--- src/omm_pkg.sv ---
// Contract
// - 256-byte identification map answers at device address 1010000X.
// - Diagnostics map answers at 1010001X; identification map never altered by it.
// - Data sampled on clock rise; stored only into unprotected locations.
// - Outgoing data bits change on clock fall.
// - Byte-wide memories, single and sequential access in one transaction.
// - Temperature, bias, TX power, RX power, supply readable live in diagnostics.
// - Alarm and warning flags set when value leaves factory range.
// - TX fault released high on laser fault, driven low otherwise.
// - Transmitter off when disable input high or open; on only when low.
// - Loss-of-signal released high when RX power too low, else low.
// - Module-absent pin tied low inside the module.
package omm_pkg;
	localparam logic [6:0] ID_DEV     = 7'h50;
	localparam logic [6:0] DG_DEV     = 7'h51;
	localparam logic [5:0] DEV_UPPER  = 6'h28;
	localparam int         MEM_DEPTH  = 256;
	localparam int         MON_W      = 16;
	localparam int         MON_N      = 5;
	localparam int         FLAG_N     = 2 * MON_N;
	localparam int         SYNC_N     = 3;
	localparam logic [7:0] LIVE_LO    = 8'h60;
	localparam logic [7:0] USER_LO    = 8'h80;
	localparam logic [7:0] MON_BASE   = 8'h60;
	localparam logic [7:0] ALM_OFS    = 8'h70;
	localparam logic [7:0] WRN_OFS    = 8'h74;
	localparam int         THR_STRIDE = 8;
	localparam int         THR_HA     = 0;
	localparam int         THR_LA     = 2;
	localparam int         THR_HW     = 4;
	localparam int         THR_LW     = 6;
	localparam logic [2:0] BIT_LAST   = 3'h7;
	localparam logic [5:0] FLAG_PAD   = 6'h00;

	typedef enum logic [8:0] {
		ST_IDLE = 9'h001,
		ST_ADDR = 9'h002,
		ST_AACK = 9'h004,
		ST_PTR  = 9'h008,
		ST_PACK = 9'h010,
		ST_WR   = 9'h020,
		ST_WACK = 9'h040,
		ST_RD   = 9'h080,
		ST_RACK = 9'h100
	} omm_state_t;
endpackage : omm_pkg

--- src/omm_sync_if.sv ---
interface omm_sync_if #(parameter int W = 3);
	logic         ce;
	logic [W-1:0] raw;
	logic [W-1:0] clean;
	modport src (output ce, raw, input clean);
	modport snk (input ce, raw, output clean);
endinterface : omm_sync_if

--- src/omm_sync.sv ---
module omm_sync #(
	parameter int         W   = 3,
	parameter logic [W-1:0] RST = '1
) (
	input  wire logic i_clk,
	input  wire logic i_rst,
	omm_sync_if.snk   sp
);
	logic [W-1:0] ff1_q;
	logic [W-1:0] ff2_q;
	logic [W-1:0] ff3_q;
	logic [W-1:0] clean_q;
	logic [W-1:0] agree;

	assign agree    = ff2_q ~^ ff3_q;
	assign sp.clean = clean_q;

	always_ff @(posedge i_clk or posedge i_rst) begin
		if (i_rst) begin
			ff1_q   <= RST;
			ff2_q   <= RST;
			ff3_q   <= RST;
			clean_q <= RST;
		end else if (sp.ce) begin
			ff1_q   <= sp.raw;
			ff2_q   <= ff1_q;
			ff3_q   <= ff2_q;
			clean_q <= (agree & ff3_q) | (~agree & clean_q);
		end
	end
endmodule : omm_sync

--- src/omm_mgmt.sv ---
module omm_mgmt (
	input  wire logic                     I_CLK,
	input  wire logic                     I_RST,
	input  wire logic                     I_CE,
	input  wire logic                     I_SCL,
	input  wire logic                     I_SDA,
	output logic                          O_SDA_OUT,
	output logic                          O_SDA_OE,
	input  wire logic                     I_TX_DISABLE,
	output logic                          O_TX_ENABLE,
	input  wire logic                     I_LASER_FAULT,
	output logic                          O_TX_FAULT_OUT,
	output logic                          O_TX_FAULT_OE,
	input  wire logic                     I_RX_SIGNAL_LOST,
	output logic                          O_RX_SIGNAL_LOST_OUT,
	output logic                          O_RX_SIGNAL_LOST_OE,
	output logic                          O_MODULE_ABSENT_TIE_OUT,
	output logic                          O_MODULE_ABSENT_TIE_OE,
	input  wire logic                     I_PROG_EN,
	input  wire logic [omm_pkg::MON_W-1:0] I_TEMP,
	input  wire logic [omm_pkg::MON_W-1:0] I_VCC,
	input  wire logic [omm_pkg::MON_W-1:0] I_BIAS,
	input  wire logic [omm_pkg::MON_W-1:0] I_TXPWR,
	input  wire logic [omm_pkg::MON_W-1:0] I_RXPWR
);
	import omm_pkg::*;

	// ------------------------------------------------------------
	// Pin synchronisers
	// ------------------------------------------------------------
	omm_sync_if #(.W(SYNC_N)) sif ();

	logic scl_c;
	logic sda_c;
	logic txd_c;
	logic scl_p_q;
	logic sda_p_q;
	logic scl_rise;
	logic scl_fall;
	logic start_ev;
	logic stop_ev;

	assign sif.ce  = I_CE;
	assign sif.raw = {I_TX_DISABLE, I_SDA, I_SCL};
	assign scl_c   = sif.clean[0];
	assign sda_c   = sif.clean[1];
	assign txd_c   = sif.clean[2];

	omm_sync #(.W(SYNC_N)) u_sync (
		.i_clk (I_CLK),
		.i_rst (I_RST),
		.sp    (sif.snk)
	);

	always_ff @(posedge I_CLK or posedge I_RST) begin
		if (I_RST) begin
			scl_p_q <= 1'b1;
			sda_p_q <= 1'b1;
		end else if (I_CE) begin
			scl_p_q <= scl_c;
			sda_p_q <= sda_c;
		end
	end

	assign scl_rise = scl_c & ~scl_p_q;
	assign scl_fall = ~scl_c & scl_p_q;
	assign start_ev = scl_c & scl_p_q & sda_p_q & ~sda_c;
	assign stop_ev  = scl_c & scl_p_q & ~sda_p_q & sda_c;

	// ------------------------------------------------------------
	// Memories and live values
	// ------------------------------------------------------------
	logic [7:0]       mem_id [MEM_DEPTH];
	logic [7:0]       mem_dg [MEM_DEPTH];
	logic [MON_W-1:0] mon_in [MON_N];
	logic [MON_W-1:0] mon_q  [MON_N];
	logic [FLAG_N-1:0] alm_d;
	logic [FLAG_N-1:0] wrn_d;
	logic [FLAG_N-1:0] alm_q;
	logic [FLAG_N-1:0] wrn_q;

	assign mon_in[0] = I_TEMP;
	assign mon_in[1] = I_VCC;
	assign mon_in[2] = I_BIAS;
	assign mon_in[3] = I_TXPWR;
	assign mon_in[4] = I_RXPWR;

	always_ff @(posedge I_CLK or posedge I_RST) begin
		if (I_RST) begin
			for (int i = 0; i < MON_N; i++) begin
				mon_q[i] <= '0;
			end
		end else if (I_CE) begin
			for (int i = 0; i < MON_N; i++) begin
				mon_q[i] <= mon_in[i];
			end
		end
	end

	for (genvar p = 0; p < MON_N; p++) begin : g_thr
		localparam logic [7:0] B = 8'(p * THR_STRIDE);
		logic [MON_W-1:0] ha;
		logic [MON_W-1:0] la;
		logic [MON_W-1:0] hw;
		logic [MON_W-1:0] lw;
		assign ha = {mem_dg[B + 8'(THR_HA)], mem_dg[B + 8'(THR_HA + 1)]};
		assign la = {mem_dg[B + 8'(THR_LA)], mem_dg[B + 8'(THR_LA + 1)]};
		assign hw = {mem_dg[B + 8'(THR_HW)], mem_dg[B + 8'(THR_HW + 1)]};
		assign lw = {mem_dg[B + 8'(THR_LW)], mem_dg[B + 8'(THR_LW + 1)]};
		assign alm_d[FLAG_N-1-2*p] = mon_q[p] > ha;
		assign alm_d[FLAG_N-2-2*p] = mon_q[p] < la;
		assign wrn_d[FLAG_N-1-2*p] = mon_q[p] > hw;
		assign wrn_d[FLAG_N-2-2*p] = mon_q[p] < lw;
	end

	always_ff @(posedge I_CLK or posedge I_RST) begin
		if (I_RST) begin
			alm_q <= '0;
			wrn_q <= '0;
		end else if (I_CE) begin
			alm_q <= alm_d;
			wrn_q <= wrn_d;
		end
	end

	// ------------------------------------------------------------
	// Serial target
	// ------------------------------------------------------------
	omm_state_t state_q;
	logic [2:0] cnt_q;
	logic       got_q;
	logic [7:0] sh_q;
	logic [7:0] tx_q;
	logic [7:0] ptr_q;
	logic       sel_q;
	logic       rw_q;
	logic       mack_q;
	logic       oe_q;
	logic       dev_hit;
	logic       wr_ok;
	logic       counting;
	logic [7:0] live_byte;
	logic [7:0] rd_byte;

	// Only the two map addresses are claimed
	assign dev_hit  = (sh_q[7:2] == DEV_UPPER) &&
	                  ((sh_q[7:1] == ID_DEV) || (sh_q[7:1] == DG_DEV));
	assign counting = (state_q == ST_ADDR) || (state_q == ST_PTR) ||
	                  (state_q == ST_WR) || (state_q == ST_RD);

	// Live area is never writable; protected areas need I_PROG_EN
	always_comb begin
		if (sel_q) begin
			wr_ok = (ptr_q >= USER_LO) || (I_PROG_EN && (ptr_q < LIVE_LO));
		end else begin
			wr_ok = I_PROG_EN;
		end
	end

	always_comb begin
		live_byte = 8'h00;
		for (int i = 0; i < MON_N; i++) begin
			if (ptr_q == MON_BASE + 8'(2 * i)) begin
				live_byte = mon_q[i][MON_W-1:8];
			end
			if (ptr_q == MON_BASE + 8'(2 * i + 1)) begin
				live_byte = mon_q[i][7:0];
			end
		end
		if (ptr_q == ALM_OFS) begin
			live_byte = alm_q[FLAG_N-1:2];
		end
		if (ptr_q == ALM_OFS + 8'h01) begin
			live_byte = {alm_q[1:0], FLAG_PAD};
		end
		if (ptr_q == WRN_OFS) begin
			live_byte = wrn_q[FLAG_N-1:2];
		end
		if (ptr_q == WRN_OFS + 8'h01) begin
			live_byte = {wrn_q[1:0], FLAG_PAD};
		end
	end

	always_comb begin
		rd_byte = sel_q ? mem_dg[ptr_q] : mem_id[ptr_q];
		if (sel_q && (ptr_q >= LIVE_LO) && (ptr_q < USER_LO)) begin
			rd_byte = live_byte;
		end
	end

	always_ff @(posedge I_CLK or posedge I_RST) begin
		if (I_RST) begin
			state_q <= ST_IDLE;
			cnt_q   <= '0;
			got_q   <= 1'b0;
			sh_q    <= '0;
			tx_q    <= '0;
			ptr_q   <= '0;
			sel_q   <= 1'b0;
			rw_q    <= 1'b0;
			mack_q  <= 1'b0;
			oe_q    <= 1'b0;
		end else if (I_CE) begin
			if (start_ev) begin
				state_q <= ST_ADDR;
				cnt_q   <= '0;
				got_q   <= 1'b0;
				oe_q    <= 1'b0;
			end else if (stop_ev) begin
				state_q <= ST_IDLE;
				got_q   <= 1'b0;
				oe_q    <= 1'b0;
			end else if (scl_rise) begin
				if (state_q == ST_RACK) begin
					mack_q <= ~sda_c;
				end else if (counting) begin
					sh_q  <= {sh_q[6:0], sda_c};
					cnt_q <= cnt_q + 3'h1;
					got_q <= (cnt_q == BIT_LAST);
				end
			end else if (scl_fall) begin
				unique case (state_q)
					ST_IDLE: begin
					end
					ST_ADDR: begin
						if (got_q) begin
							got_q <= 1'b0;
							if (dev_hit) begin
								state_q <= ST_AACK;
								oe_q    <= 1'b1;
								sel_q   <= sh_q[1];
								rw_q    <= sh_q[0];
							end else begin
								state_q <= ST_IDLE;
							end
						end
					end
					ST_AACK: begin
						if (rw_q) begin
							state_q <= ST_RD;
							tx_q    <= rd_byte;
							oe_q    <= ~rd_byte[7];
						end else begin
							state_q <= ST_PTR;
							oe_q    <= 1'b0;
						end
					end
					ST_PTR: begin
						if (got_q) begin
							got_q   <= 1'b0;
							ptr_q   <= sh_q;
							state_q <= ST_PACK;
							oe_q    <= 1'b1;
						end
					end
					ST_PACK, ST_WACK: begin
						state_q <= ST_WR;
						oe_q    <= 1'b0;
					end
					ST_WR: begin
						if (got_q) begin
							got_q   <= 1'b0;
							ptr_q   <= ptr_q + 8'h01;
							state_q <= ST_WACK;
							oe_q    <= 1'b1;
						end
					end
					ST_RD: begin
						if (got_q) begin
							got_q   <= 1'b0;
							ptr_q   <= ptr_q + 8'h01;
							state_q <= ST_RACK;
							oe_q    <= 1'b0;
						end else begin
							tx_q <= {tx_q[6:0], 1'b0};
							oe_q <= ~tx_q[6];
						end
					end
					ST_RACK: begin
						if (mack_q) begin
							state_q <= ST_RD;
							tx_q    <= rd_byte;
							oe_q    <= ~rd_byte[7];
						end else begin
							state_q <= ST_IDLE;
						end
					end
				endcase
			end
		end
	end

	// Byte stored on the fall that ends the eighth bit
	always_ff @(posedge I_CLK) begin
		if (I_CE && !start_ev && !stop_ev && scl_fall && (state_q == ST_WR) && got_q && wr_ok) begin
			if (sel_q) begin
				mem_dg[ptr_q] <= sh_q;
			end else begin
				mem_id[ptr_q] <= sh_q;
			end
		end
	end

	assign O_SDA_OUT = 1'b0;
	assign O_SDA_OE  = oe_q;

	// ------------------------------------------------------------
	// Status and control pins
	// ------------------------------------------------------------
	logic tx_en_q;
	logic fault_oe_q;
	logic los_oe_q;

	always_ff @(posedge I_CLK or posedge I_RST) begin
		if (I_RST) begin
			tx_en_q <= 1'b0;
		end else if (I_CE) begin
			tx_en_q <= ~txd_c;
		end
	end

	always_ff @(posedge I_CLK or posedge I_RST) begin
		if (I_RST) begin
			fault_oe_q <= 1'b1;
			los_oe_q   <= 1'b1;
		end else if (I_CE) begin
			fault_oe_q <= ~I_LASER_FAULT;
			los_oe_q   <= ~I_RX_SIGNAL_LOST;
		end
	end

	assign O_TX_ENABLE             = tx_en_q;
	assign O_TX_FAULT_OUT          = 1'b0;
	assign O_TX_FAULT_OE           = fault_oe_q;
	assign O_RX_SIGNAL_LOST_OUT    = 1'b0;
	assign O_RX_SIGNAL_LOST_OE     = los_oe_q;
	assign O_MODULE_ABSENT_TIE_OUT = 1'b0;
	assign O_MODULE_ABSENT_TIE_OE  = 1'b1;
endmodule : omm_mgmt

--- config.mk ---
export PLATFORM = sky130hd
export DESIGN_NAME = omm_mgmt
export DESIGN_NICKNAME = d
export VERILOG_FILES = /design/src/omm_pkg.sv /design/src/omm_sync_if.sv /design/src/omm_sync.sv /design/src/omm_mgmt.sv
export SDC_FILE = /design/constraint.sdc
export NUM_CORES = 2
export LEC_CHECK = 0
export BUFFER_PORTS_ARGS = -buffer_cell sky130_fd_sc_hd__buf_2
export CAP_MARGIN = 20
export CORE_MARGIN = 1.5
export CORE_UTILIZATION = 30
export CTS_BUF_LIST = sky130_fd_sc_hd__clkbuf_16
export CTS_CLUSTER_SIZE = 28
export DETAILED_ROUTE_END_ITERATION = 6
export PLACE_DENSITY = 0.54
export REMOVE_ABC_BUFFERS = 1
export SYNTH_ARGS = -nofsm -noshare
export SYNTH_HDL_FRONTEND = slang
export SYNTH_SLANG_ARGS = --single-unit
--- constraint.sdc ---
create_clock -name I_CLK -period 23.2 [get_ports I_CLK]
set_input_delay 3.48 -clock I_CLK [delete_from_list [all_inputs] [get_ports I_CLK]]
set_output_delay 3.48 -clock I_CLK [all_outputs]
set_load 0.01 [all_outputs]
==> run_results.csv <==
group,metric,value,unit
power,peakVddDrop,0.00006818,V
detailed_routing,ant_nets,0,
worst_setup_path,cp.arrival,7.66,ns
timing,rsz0062_at_grt,"false",
finish,syn2layout_area_growth,14.63,%
global_routing,antenna_found_initial,52,
clocking,clkTransAtPathRegs,0.07,ns
global_routing,grt_pass1_vias,94747,
worst_setup_path,cp_slowest_cell,"nand4_1",
placement,dpl.hpwl,389700,microns
timing,hold_viol,0,
timing,period_needed,6.714,ns
timing,setup_violations,0,
timing,skew,0.09197,ns
worst_setup_path,cp_max_fo,82,
logic_synthesis,synthMuxAreaShare,15.17,%
clocking,cts_max_path_buffers,4,
logic_synthesis,synth.most_common_cell,"edfxtp_1",
logic_synthesis,yosys-top-cells-count,"edfxtp_1, mux4_2, nor2_1, inv_1, ha_1",
logic_synthesis,synth_fa_ha_area_share,2.296,%
timing,slew_viol_final,27,
timing,max_freq,0.1490,GHz
floorplan,die_y,764.2,microns
global_routing,gr-total-overflow,0,
placement,io_buffers,92,
worst_setup_path,path_buf_inv,4,
detailed_routing,drtPass1Iterations,7,
logic_synthesis,ys_ff_latch,4253,
logic_synthesis,syn_inst,9092,
logic_synthesis,synth_top_family_by_area,"multiplexers",
finish,fin_nets,10033,
worst_setup_path,crit_required,24.15,ns
power,power_leakage,0.06292,uW
logic_synthesis,synth-main-ff-cell,"edfxtp_1",
logic_synthesis,synth_top_area_share,70.76,%
worst_setup_path,cpMostUsedCell,"buf_4",
detailed_routing,drc,1,
worst_setup_path,worstPathCellList,"buf_4, buf_4, buf_12, buf_4, mux4_2, a22o_1, o21ai_0, a31oi_1, nor4_1, nand4_1, nand3_1, a22o_1",
logic_synthesis,synth_area,173800,sq um
timing,tightest_slew,1.528,ns
logic_synthesis,ys_async_sr_fraction,3.692,%
logic_synthesis,avgSynthCellArea,19.12,sq um
outcome,status,"finished, violations left",
timing,fin_crit_sh,28.94,%
clocking,post-cts-setup-buffers,0,
timing,tns,0,ns
floorplan,die_w,764.2,microns
finish,layout-drive-gt1-share,21.83,%
clocking,holdBufCountCts,0,
timing,relSlewSlack,-1.863,%
worst_setup_path,reg2reg_depth,12,
clocking,cts_resized,0,
clocking,cts.htree.levels,5,
placement,gp_congestion,0.9781,
logic_synthesis,synth-simple-area-share,3.519,%
logic_synthesis,yosys.cell_types.count,80,
floorplan,io_pins,98,
global_routing,grt_max_degree,189,
worst_setup_path,path_depth,12,
worst_hold_path,hold_path.class,"reg2reg",
floorplan,row_count,279,
clocking,insertion_delay,1.05,ns
logic_synthesis,yosysSeqAreaShare,73.03,%
outcome,failed_checks,"design-rule violations, max-slew violations",
detailed_routing,drt-total-wl,598500,microns
clocking,clock_sinks,4253,
logic_synthesis,ys_top_cells_by_area,"edfxtp_1, mux4_2, ha_1, dfrtp_1, mux2i_1",
floorplan,coreArea,577400,sq um
logic_synthesis,synth_xor_area_share,0.02015,%
worst_setup_path,end_kind,"flop",
logic_synthesis,synth_top_area_cell,"edfxtp_1",
clocking,cts_root_buffer,"clkbuf_16",
logic_synthesis,synth_edf_count,4096,
worst_setup_path,slowest_delay,0.86,ns
detailed_routing,wire_per_inst,33.75,microns
power,powerDensity,78.56,nW/um^2
detailed_routing,dr.first_iter.drc_count,14308,
worst_hold_path,min_path_cells,2,
detailed_routing,via_per_inst,5.452,
worst_setup_path,start_kind,"flop",
global_routing,grt_usage,19.94,%
timing,hold_ws,0.4702,ns
global_routing,grt_first_pass_wirelength,814400,microns
floorplan,start_util,30.11,%
clocking,cts_buffers,419,
logic_synthesis,yosysWarnings,0,
floorplan,die_area,584000,sq um
clocking,cts_tree,"done",
worst_setup_path,crit_family,"buffers and inverters",
detailed_routing,vias,96681,
worst_setup_path,path_class,"reg2reg",
logic_synthesis,synth_compound_area_share,3.702,%
job,drv_cap,0,
## through the flow
step | util (%) | setup WS [ns] | total power [uW] | std cells | area [sq um]
after floorplan | - | -24.10 | 8679 | 8850 | 172100
after global placement | 31.98 | 16.05 | 8778 | 16907 | 184700
after global routing | 34.50 | 16.39 | 16030 | 17714 | 199200
after detailed placement | 32.04 | 15.94 | 8790 | 16921 | 185000
final | 34.51 | 16.49 | 15650 | 17734 | 199300
after CTS | 34.47 | 16.52 | 15720 | 17700 | 199000
## cell families after synthesis
group           Yosys count
flops                  4253
mux                    1372
simple gates           1353
compound gates          952
buf+inv                 837
fa+ha+maj               319
xor+xnor                  4
other cells               2
## worst register-to-register path: cells and delay by family, from the launching register on
kind / cells / cell delay, ns
buffers and inverters: 4 / 2.65
AND/OR/NAND/NOR: 3 / 1.81
multiplexers: 1 / 0.77
AO/OA/AOI/OAI: 4 / 0.74
flip-flops: 1 / 0.69
## sequential cells by signal (all words and copies together), names as in the netlist, 3 cells and up, named ones only
signal and flops:
mem_id 2048, state_q 9, u_sync.ff1_q 3, tx_q 7, cnt_q 3, u_sync.ff2_q 3
wrn_q 10, ptr_q 8, mem_dg 2048, u_sync.ff3_q 3, alm_q 10, mon_q 80
sh_q 8
## cell type report
cell class	count	area, sq um
Fill cell	53753	378100
Inverter	336	1279
Timing Repair Buffer	354	2932
Tap cell	7727	9668
Clock inverter	351	3357
Antenna cell	24	60.06
Sequential cell	4253	127000
Clock buffer	428	10710
Multi-Input combinational cell	4261	44250
## power breakdown
group | internal [uW] | switching [uW]
sequential | 8340 | 80.1
clock | 3960 | 3060
combinational | 96.8 | 116
## path summary, 6_finish.rpt
check,slack [ns],to,from
max in group asynchronous,19.13,ptr_q[0],I_RST
max,16.49,O_SDA_OE,ptr_q[0]
max reg2reg,16.49,O_SDA_OE,ptr_q[0]
min,0.47,O_RX_SIGNAL_LOST_OE,O_RX_SIGNAL_LOST_OE
min reg2reg,0.47,O_RX_SIGNAL_LOST_OE,O_RX_SIGNAL_LOST_OE
min in group asynchronous,2.64,mon_q[26],I_RST
## cell usage in the layout (no fill, tap or decap), drive strengths merged, types with 95 or more instances in the layout
cell type  count
clkinv       182
mux2i        276
edfxtp      4096
mux4        1001
ha           319
clkbuf       428
o21ai        143
nor2         615
a22oi        186
nand2        301
inv          423
a21oi        175
nand3        104
mux2          95
dfrtp        140
buf          354
conb         261
## metal layers
metal	vias up	global-route usage, %	share of wire (%)
met5	-	0.2679	0.18
met4	18	8.787	5.1
met3	1211	6.329	12
met2	6687	29.66	44
met1	50882	26.77	39
li1	37883	-	-
(Power assumes the default switching activity.)
